--- config.mk ---
export PLATFORM = sky130hd
export DESIGN_NAME = pll_holdover_vco_calibration
export DESIGN_NICKNAME = d
export VERILOG_FILES = /design/src/common/pll_ctrl_pkg.sv /design/src/common/cal_if.sv /design/src/hw/pll_holdover_vco_calibration.sv /design/src/hw/freq_monitor.sv /design/src/hw/cal_timer.sv
export SDC_FILE = /design/constraint.sdc
export NUM_CORES = 1
export LEC_CHECK = 0
export BUFFER_PORTS_ARGS = -buffer_cell sky130_fd_sc_hd__buf_2
export CAP_MARGIN = 20
export CORE_ASPECT_RATIO = 0.6
export CORE_UTILIZATION = 50
export CTS_BUF_LIST = sky130_fd_sc_hd__clkbuf_8
export CTS_CLUSTER_DIAMETER = 200
export DETAILED_ROUTE_END_ITERATION = 10
export PLACE_DENSITY = 0.8
export SLEW_MARGIN = 0
export SYNTH_ARGS = -nofsm -noshare
export SYNTH_HDL_FRONTEND = slang
export SYNTH_SLANG_ARGS = --single-unit
--- constraint.sdc ---
create_clock -name clk -period 2.7 [get_ports clk]
set_input_delay 0.405 -clock clk [delete_from_list [all_inputs] [get_ports clk]]
set_output_delay 0.405 -clock clk [all_outputs]
set_load 0.02 [all_outputs]
--- src/common/pll_ctrl_pkg.sv ---
`default_nettype none
package pll_ctrl_pkg;
    // register addresses
    localparam logic [9:0] ADDR_LOCK_CAL   = 10'h018;
    localparam logic [9:0] ADDR_PIN_MON    = 10'h01A;
    localparam logic [9:0] ADDR_REF_SEL    = 10'h01C;
    localparam logic [9:0] ADDR_HOLD       = 10'h01D;
    localparam logic [9:0] ADDR_READBACK   = 10'h01F;
    localparam logic [9:0] ADDR_UPDATE     = 10'h232;
    // writable bit masks, reset values
    localparam logic [7:0] MASK_LOCK_CAL   = 8'h7F;
    localparam logic [7:0] MASK_PIN_MON    = 8'h7F;
    localparam logic [7:0] MASK_REF_SEL    = 8'h1E;
    localparam logic [7:0] MASK_HOLD       = 8'h0B;
    localparam logic [7:0] RESET_REG       = 8'h00;
    // field positions
    localparam int CAL_BIT       = 0;
    localparam int CAL_DIV_LSB   = 1;
    localparam int DLD_OFF_BIT   = 3;
    localparam int WINDOW_BIT    = 4;
    localparam int LOCK_CNT_LSB  = 5;
    localparam int PIN_MODE_LSB  = 0;
    localparam int THRESH_BIT    = 6;
    localparam int BUF_LSB       = 1;
    localparam int PREFER_BIT    = 3;
    localparam int AUTO_SW_BIT   = 4;
    localparam int HOLD_EN_BIT   = 0;
    localparam int EXT_HOLD_BIT  = 1;
    localparam int CMP_EN_BIT    = 3;
    localparam int UPDATE_BIT    = 0;
    localparam int RB_LOCK_BIT   = 0;
    localparam int RB_HOLD_BIT   = 1;
    localparam int RB_MON_LSB    = 2;
    localparam int RB_CAL_BIT    = 6;
    // encodings and counts
    localparam logic [5:0] PIN_MODE_CURRENT = 6'h04;
    localparam logic [7:0] LOCK_CYCLES [4] =
        '{8'h05, 8'h10, 8'h40, 8'hFF};
    localparam logic [4:0] CAL_DIV_VALUES [4] =
        '{5'h02, 5'h04, 5'h08, 5'h10};
    localparam logic [12:0] CAL_CYCLES = 13'h1130;
    localparam logic [15:0] MON_THRESH_NORMAL   = 16'h0400;
    localparam logic [15:0] MON_THRESH_EXTENDED = 16'h4000;
    // state types
    typedef enum logic [1:0] {H_REARM, H_ARMED, H_HOLD} holdState_t;
    typedef enum logic [1:0] {C_IDLE, C_TUNE, C_RELEASE} calState_t;
endpackage : pll_ctrl_pkg
`default_nettype wire

--- src/common/cal_if.sv ---
`default_nettype none
interface cal_if;
    logic       pdTick;
    logic [1:0] calDiv;
    logic       start;
    logic       done;
    logic       busy;
    modport ctrl  (output pdTick, calDiv, start, input done, busy);
    modport timer (input pdTick, calDiv, start, output done, busy);
endinterface : cal_if
`default_nettype wire

--- src/hw/pll_holdover_vco_calibration.sv ---
// Summary of operation
// - with auto holdover enabled, lock loss puts charge pump high impedance.
// - entry uses sensed lock pin; comparator off means pin reads high.
// - holdover keeps charge pump high impedance while no reference arrives.
// - leaving on a reference event resets swallow counter; prescaler untouched.
// - no re-entry until lock returns and lock pin is high.
// - only the selected reference releases holdover, on its next event.
// - two-bit count sets in-window cycles for lock; 00 is five; window bit.
// - lock pin field value 000100b selects current source lock mode.
// - external holdover bit set selects external, clear selects automatic.
// - holdover enable bit gates automatic holdover; there is no external holdover logic here.
// - auto switchover enable, preferred reference bit, two buffer enables.
// - one bit selects normal or extended reference monitor thresholds.
// - three low-frequency monitors; oscillator one watches clock input if used.
// - power-up load strap starts calibration; needs a live reference.
// - readback status bit reads 1 once calibration has finished.
// - calibration holds output sync, tunes, releases sync, closes loop.
// - cal clock is phase detector rate over 2, 4, 8 or 16, picked by the two-bit divider setting.
// - calibration lasts 4400 cal clock cycles.
// - no self-started calibration when divider or reference settings change.
`default_nettype none
module pll_holdover_vco_calibration
    import pll_ctrl_pkg::*;
(
    // clock and reset
    input  wire logic       clk,
    input  wire logic       rst,
    // register port
    input  wire logic [9:0] regAddr,
    input  wire logic       regWrite,
    input  wire logic [7:0] regWdata,
    output logic      [7:0] regRdata,
    // lock sensing and power-up strap
    input  wire logic       lockPinLevel,
    input  wire logic       autoLoadStrap,
    // phase detector events
    input  wire logic       pdCycle,
    input  wire logic       pdInWindow,
    input  wire logic       refEdgeSelected,
    // monitored clock edges
    input  wire logic       firstRefEdge,
    input  wire logic       secondRefEdge,
    input  wire logic       vcoEdge,
    input  wire logic       clkInEdge,
    input  wire logic       clkInSelected,
    // loop control
    output logic            chargePumpHiZ,
    output logic            swallowReset,
    output logic            outputSync,
    output logic            calLoopOpen,
    output logic            calDone,
    output logic            holdoverActive,
    // lock detect configuration
    output logic            digitalLockFlag,
    output logic            lockWindowHigh,
    output logic      [5:0] lockPinMode,
    output logic            currentSourceLockMode,
    // reference selection and monitors
    output logic            autoSwitchEn,
    output logic            preferSecondRef,
    output logic      [1:0] refBufEnable,
    output logic            extThreshSel,
    output logic            firstRefLow,
    output logic            secondRefLow,
    output logic            vcoClkLow
);
    typedef struct packed {
        logic [7:0]  shLockCal;
        logic [7:0]  shPinMon;
        logic [7:0]  shRefSel;
        logic [7:0]  shHold;
        logic [7:0]  acLockCal;
        logic [7:0]  acPinMon;
        logic [7:0]  acRefSel;
        logic [7:0]  acHold;
        logic [7:0]  rdata;
        logic [7:0]  lockCnt;
        logic        lock;
        holdState_t  hold;
        logic        hiZ;
        logic        swallow;
        calState_t   cal;
        logic        sync;
        logic        loopOpen;
        logic        done;
        logic        strapSeen;
    } ctrlState_t;

    ctrlState_t  s_q;
    ctrlState_t  s_d;
    logic        ldSensed;
    logic        holdEn;
    logic        extSel;
    logic        updateWr;
    logic        calReq;
    logic [7:0]  lockTarget;
    logic [15:0] monThresh;
    logic        oscEdge;

    cal_if calBus ();

    ////////////////////////////////////////////////////////////////
    // decoded controls
    assign holdEn   = s_q.acHold[HOLD_EN_BIT];
    assign extSel   = s_q.acHold[EXT_HOLD_BIT];
    assign ldSensed = s_q.acHold[CMP_EN_BIT] ? lockPinLevel : 1'b1;
    assign updateWr = regWrite && regAddr == ADDR_UPDATE
                      && regWdata[UPDATE_BIT];
    assign lockTarget = LOCK_CYCLES[s_q.acLockCal[LOCK_CNT_LSB +: 2]];
    assign monThresh  = s_q.acPinMon[THRESH_BIT] ? MON_THRESH_EXTENDED
                                                 : MON_THRESH_NORMAL;
    assign oscEdge    = clkInSelected ? clkInEdge : vcoEdge;

    // request on 0 to 1 of calibrate bit at update, or power-up strap
    assign calReq = (updateWr && s_q.shLockCal[CAL_BIT]
                     && !s_q.acLockCal[CAL_BIT])
                    || (!s_q.strapSeen && autoLoadStrap);

    ////////////////////////////////////////////////////////////////
    always_comb begin
        s_d = s_q;
        s_d.swallow = 1'b0;
        s_d.strapSeen = 1'b1;
        // register writes land in the shadow copy
        if (regWrite) begin
            unique case (regAddr)
                ADDR_LOCK_CAL: s_d.shLockCal = regWdata & MASK_LOCK_CAL;
                ADDR_PIN_MON:  s_d.shPinMon  = regWdata & MASK_PIN_MON;
                ADDR_REF_SEL:  s_d.shRefSel  = regWdata & MASK_REF_SEL;
                ADDR_HOLD:     s_d.shHold    = regWdata & MASK_HOLD;
                default:       ;
            endcase
        end
        if (updateWr) begin
            s_d.acLockCal = s_q.shLockCal;
            s_d.acPinMon  = s_q.shPinMon;
            s_d.acRefSel  = s_q.shRefSel;
            s_d.acHold    = s_q.shHold;
        end
        // register readback
        unique case (regAddr)
            ADDR_LOCK_CAL: s_d.rdata = s_q.shLockCal;
            ADDR_PIN_MON:  s_d.rdata = s_q.shPinMon;
            ADDR_REF_SEL:  s_d.rdata = s_q.shRefSel;
            ADDR_HOLD:     s_d.rdata = s_q.shHold;
            ADDR_READBACK: begin
                s_d.rdata = '0;
                s_d.rdata[RB_LOCK_BIT] = s_q.lock;
                s_d.rdata[RB_HOLD_BIT] = s_q.hiZ;
                s_d.rdata[RB_MON_LSB +: 3] =
                    {vcoClkLow, secondRefLow, firstRefLow};
                s_d.rdata[RB_CAL_BIT] = s_q.done;
            end
            default:       s_d.rdata = '0;
        endcase

        ////////////////////////////////////////////////////////////
        // digital lock: consecutive in-window cycles
        if (s_q.acLockCal[DLD_OFF_BIT]) begin
            s_d.lockCnt = '0;
            s_d.lock = 1'b0;
        end else if (pdCycle) begin
            if (!pdInWindow) begin
                s_d.lockCnt = '0;
                s_d.lock = 1'b0;
            end else if (s_q.lockCnt != lockTarget) begin
                s_d.lockCnt = s_q.lockCnt + 8'h01;
                s_d.lock = (s_d.lockCnt == lockTarget);
            end
        end

        ////////////////////////////////////////////////////////////
        // automatic holdover
        if (!holdEn) begin
            s_d.hold = H_REARM;
            s_d.hiZ = 1'b0;
        end else begin
            unique case (s_q.hold)
                H_REARM: begin
                    if (s_q.lock && ldSensed) begin
                        s_d.hold = H_ARMED;
                    end
                end
                H_ARMED: begin
                    if (!extSel && ldSensed && !s_q.lock) begin
                        s_d.hold = H_HOLD;
                        s_d.hiZ = 1'b1;
                    end
                end
                H_HOLD: begin
                    if (refEdgeSelected) begin
                        s_d.hold = H_REARM;
                        s_d.hiZ = 1'b0;
                        s_d.swallow = 1'b1;
                    end
                end
                default: begin
                    s_d.hold = H_REARM;
                    s_d.hiZ = 1'b0;
                end
            endcase
        end

        ////////////////////////////////////////////////////////////
        // calibration sequence
        unique case (s_q.cal)
            C_IDLE: begin
                s_d.loopOpen = 1'b0;
                if (calReq) begin
                    s_d.cal = C_TUNE;
                    s_d.sync = 1'b1;
                    s_d.loopOpen = 1'b1;
                    s_d.done = 1'b0;
                end
            end
            C_TUNE: begin
                if (calBus.done) begin
                    s_d.cal = C_RELEASE;
                    s_d.sync = 1'b0;
                end
            end
            C_RELEASE: begin
                s_d.cal = C_IDLE;
                s_d.loopOpen = 1'b0;
                s_d.done = 1'b1;
            end
            default: begin
                s_d.cal = C_IDLE;
                s_d.sync = 1'b0;
                s_d.loopOpen = 1'b0;
            end
        endcase
    end

    always_ff @(posedge clk) begin
        if (rst) begin
            s_q <= '{shLockCal: RESET_REG, shPinMon: RESET_REG,
                     shRefSel: RESET_REG, shHold: RESET_REG,
                     acLockCal: RESET_REG, acPinMon: RESET_REG,
                     acRefSel: RESET_REG, acHold: RESET_REG,
                     rdata: '0, lockCnt: '0, lock: 1'b0,
                     hold: H_REARM, hiZ: 1'b0, swallow: 1'b0,
                     cal: C_IDLE, sync: 1'b0, loopOpen: 1'b0,
                     done: 1'b0, strapSeen: 1'b0};
        end else begin
            s_q <= s_d;
        end
    end

    ////////////////////////////////////////////////////////////////
    // calibration timer and monitors
    assign calBus.pdTick = pdCycle;
    assign calBus.calDiv = s_q.acLockCal[CAL_DIV_LSB +: 2];
    assign calBus.start  = s_q.cal == C_IDLE && calReq;

    cal_timer u_calTimer (
        .clk (clk),
        .rst (rst),
        .cal (calBus)
    );

    freq_monitor u_firstMon (
        .clk         (clk),
        .rst         (rst),
        .monEdge     (firstRefEdge),
        .thresh      (monThresh),
        .belowThresh (firstRefLow)
    );

    freq_monitor u_secondMon (
        .clk         (clk),
        .rst         (rst),
        .monEdge     (secondRefEdge),
        .thresh      (monThresh),
        .belowThresh (secondRefLow)
    );

    freq_monitor u_oscMon (
        .clk         (clk),
        .rst         (rst),
        .monEdge     (oscEdge),
        .thresh      (monThresh),
        .belowThresh (vcoClkLow)
    );

    ////////////////////////////////////////////////////////////////
    // outputs
    assign regRdata        = s_q.rdata;
    assign chargePumpHiZ   = s_q.hiZ;
    assign holdoverActive  = s_q.hiZ;
    assign swallowReset    = s_q.swallow;
    assign outputSync      = s_q.sync;
    assign calLoopOpen     = s_q.loopOpen;
    assign calDone         = s_q.done;
    assign digitalLockFlag = s_q.lock;
    assign lockWindowHigh  = !s_q.acLockCal[WINDOW_BIT];
    assign lockPinMode     = s_q.acPinMon[PIN_MODE_LSB +: 6];
    assign currentSourceLockMode =
        lockPinMode == PIN_MODE_CURRENT;
    assign autoSwitchEn    = s_q.acRefSel[AUTO_SW_BIT];
    assign preferSecondRef = s_q.acRefSel[PREFER_BIT];
    assign refBufEnable    = s_q.acRefSel[BUF_LSB +: 2];
    assign extThreshSel    = s_q.acPinMon[THRESH_BIT];
endmodule : pll_holdover_vco_calibration
`default_nettype wire

--- src/hw/freq_monitor.sv ---
`default_nettype none
module freq_monitor
    import pll_ctrl_pkg::*;
(
    // clock and reset
    input  wire logic        clk,
    input  wire logic        rst,
    // monitored clock edge and limit
    input  wire logic        monEdge,
    input  wire logic [15:0] thresh,
    // status
    output logic             belowThresh
);
    typedef struct packed {
        logic [15:0] cnt;
        logic        below;
    } monState_t;

    monState_t s_q;
    monState_t s_d;

    always_comb begin
        s_d = s_q;
        if (monEdge) begin
            s_d.cnt = '0;
            s_d.below = 1'b0;
        end else if (s_q.cnt < thresh) begin
            s_d.cnt = s_q.cnt + 16'h0001;
            if (s_d.cnt == thresh) begin
                s_d.below = 1'b1;
            end
        end
    end

    always_ff @(posedge clk) begin
        if (rst) begin
            s_q <= '0;
        end else begin
            s_q <= s_d;
        end
    end

    assign belowThresh = s_q.below;
endmodule : freq_monitor
`default_nettype wire

--- src/hw/cal_timer.sv ---
`default_nettype none
module cal_timer
    import pll_ctrl_pkg::*;
(
    // clock and reset
    input  wire logic clk,
    input  wire logic rst,
    // control side
    cal_if.timer      cal
);
    typedef struct packed {
        logic        busy;
        logic        done;
        logic [4:0]  divCnt;
        logic [12:0] cycCnt;
    } timerState_t;

    timerState_t s_q;
    timerState_t s_d;
    logic [4:0]  divVal;

    assign divVal = CAL_DIV_VALUES[cal.calDiv];

    ////////////////////////////////////////////////////////////////
    always_comb begin
        s_d = s_q;
        s_d.done = 1'b0;
        if (cal.start) begin
            s_d.busy = 1'b1;
            s_d.divCnt = '0;
            s_d.cycCnt = '0;
        end else if (s_q.busy && cal.pdTick) begin
            // phase detector rate divided down to the cal clock
            if (s_q.divCnt == divVal - 5'h01) begin
                s_d.divCnt = '0;
                if (s_q.cycCnt == CAL_CYCLES - 13'h0001) begin
                    s_d.busy = 1'b0;
                    s_d.done = 1'b1;
                end else begin
                    s_d.cycCnt = s_q.cycCnt + 13'h0001;
                end
            end else begin
                s_d.divCnt = s_q.divCnt + 5'h01;
            end
        end
    end

    always_ff @(posedge clk) begin
        if (rst) begin
            s_q <= '0;
        end else begin
            s_q <= s_d;
        end
    end

    assign cal.busy = s_q.busy;
    assign cal.done = s_q.done;
endmodule : cal_timer
`default_nettype wire

==> results.toml <==
[floorplanning]
dieArea_sq_um = 14700
initial_core_util_pct = 51.6
die_w_um = 156
io_pins = 62
die_h_um = 94.3
core-area_sq_um = 13700
num_rows = 33

[global_routing]
grt_pass1_vias = 5063
gr-total-overflow = 0
grt_usage_pct = 22.6
grt_max_degree = 31
antenna_found_initial = 0
grt_pass1_wl_mm = 25.8

[place]
portBuffers = 59
gp_congestion = 0.850
dp_hpwl_mm = 11.2
placed_area_sq_um = 7400
dpl_worst_slack_ns = 0.231

[synth]
synth_seq_cells = 139
synthCells = 850
postSynth.asyncResetShare_pct = 0
ys_seq_area_share_pct = 39.2
syn_avg_cell_area_sq_um = 8.35
netlist.area_leader.share_pct = 39.2
synth.largest_area_cell = "dfxtp_1"
syn_area_sq_um = 7100
yosys-top-cells-area = "dfxtp_1, nor2_1, mux2i_1"
synth_edf_count = 0
synthFlopType = "dfxtp_1"
synthesis.nets = 894
yosys_warnings = 0
ys_types = 70

[clocking]
clockRootBuffer = "clkbuf_8"
postCtsSetupBuffers = 0
cts_tree = "built"
clkSinkCount = 139
htreeDepth = 4
cts_resized = 0
cts.reportedPaths.clkPinSlew_ns = 0.08
holdBufCountCts = 0
insertion_delay_ns = 0.46
cts.path.max_buffers = 2
cts_inserted_buffers = 17

[critical_path]
cp_max_fo = 7
worst_path_max_delay_cell = "or4_1"
cp_top_family = "simple AND/OR/NAND/NOR gates"
path_class = "register to register"
critPathRequiredTime_ns = 3.05
worst_setup_path_end_kind = "register"
path_buf_inv = 2
cp_data_arrival_time_ns = 2.62
start_kind = "register"
slowest_delay_ns = 0.51
crit_chain = "inv_1 -> buf_4 -> ha_1 -> a21boi_1 -> nor3_4 -> nand3_1 -> or4_1 -> o31ai_1"

[hold_path]
hp-class = "primary input to register"

[final_layout]
fin_nets = 918
layout.cells.most_common_list = "nor2_1, dfxtp_1, nand2_1, buf_2"
antenna_cells = 0
final_common_cell = "nor2_1"
stdcell_area_sq_um = 7800
fillers = 1257
drive_above_1_share_pct = 14.4
syn_to_final_growth_pct = 9.90

[sta]
timing.final.ws_setup_ns = 0.430
hold_slack_ns = 0.203
slew_viol_final = 0
tightest_slew_ns = 0.936
slew_headroom_pct = 36.9
min_period_ns = 2.27
final.setup_skew_ns = 0.0143
tns_ns = 0
fmax_mhz = 440
hold_viol_final = 0
rsz0062_at_grt = "no"
setup_viol = 0
period_share_pct = 84.1

[detailed_routing]
wirelength_met1_mm = 8.20
drc = 0
wl_per_cell_um = 14.7
wl_mm = 15.9
viasPerCell = 5.47
detail-route-antenna-nets = 0
route.vias.total = 5905
met3WireLength_mm = 1.03
top_layer = "met4"
drtIter0Drc = 534
wl_met2_mm = 6.39
dr.pass1.iters = 5

[status]
status = "finished, final reports clean"

[pwr]
p_per_area_nw_per_um2 = 505
p_leak_nw = 3.10
worst_ir_drop_vdd_uv = 303
total_power_mw = 3.94

[job]
cap_violations = 0
through the flow:
stage | cells | utilization [%]
floorplan | 850 | -
global placement | 1047 | 53.8
detailed placement | 1047 | 53.8
CTS | 1079 | 56.7
global route | 1079 | 56.7
finish | 1079 | 56.7
worst reg2reg max path, cell delays in order, from the launching register on:
cell and delay, ns:
dfxtp_1 0.33, inv_1 0.06, buf_4 0.15, ha_1 0.28
a21boi_1 0.19, nor3_4 0.34, nand3_1 0.11, or4_1 0.51
o31ai_1 0.22
metal layers:
layer	up-vias	global-route usage, %
li1	2983	-
met1	2722	33.5
met2	176	31.5
met3	24	4.89
met4	0	8.82
met5	-	0
cells in the mapped netlist (12+ instances only):
cell type,instances
nand3_1,48
o21ai_0,25
nand4_1,18
and3_1,16
xnor2_1,35
inv_1,12
ha_1,13
or3_1,14
clkbuf_1,33
buf_4,17
mux2i_1,48
a21oi_1,33
nor3_1,34
nor2_1,142
dfxtp_1,139
nand2_1,59
xor2_1,40
state kept, by name, indices dropped and copies added, names as in the netlist, 2 cells and up:
signal	cells
refBufEnable	2
s_q	40
u_calTimer.s_q	18
u_firstMon.s_q	16
regRdata	7
calBus.calDiv	2
u_oscMon.s_q	16
lockPinMode	6
u_secondMon.s_q	16
logic make-up after synthesis:
| kind of cell | Yosys count | synth area share, % |
|---|---|---|
| other | 1 | 0.0528 |
| xor gates and xnor gates | 75 | 9.25 |
| muxes | 53 | 7.56 |
| buffers and inverters | 80 | 5.39 |
| AOI/OAI and AO/OA | 99 | 8.64 |
| adders and majority gates | 13 | 2.29 |
| DFF | 139 | 39.2 |
| and+or+nand+nor | 390 | 27.6 |
layout make-up:
type | count | area [sq um] | area share, %
multi-input cells | 631 | 3930 | 50.4
well taps | 192 | 240 | 3.08
repair buffers | 72 | 393 | 5.04
inverters | 13 | 48.8 | 0.625
clock inverters | 13 | 143 | 1.83
clock buffers | 19 | 262 | 3.35
flip-flops and latches | 139 | 2780 | 35.7
final timing paths:
check	startpoint	end	slack, ns	depth (start not counted)
worst min register to register	outputSync	outputSync	0.47	2
worst max register to register	extThreshSel	u_firstMon.belowThresh	0.43	8
worst max-delay path	extThreshSel	u_firstMon.belowThresh	0.43	8
worst min-delay path	refEdgeSelected	swallowReset	0.20	3
power breakdown:
part | internal [mW] | switching (mW)
Clock | 0.876 | 0.842
Sequential | 2.06 | 0.0160
Combinational | 0.0509 | 0.0962
Total | 2.99 | 0.955
Note: power is estimated with default switching activity, not from simulation.
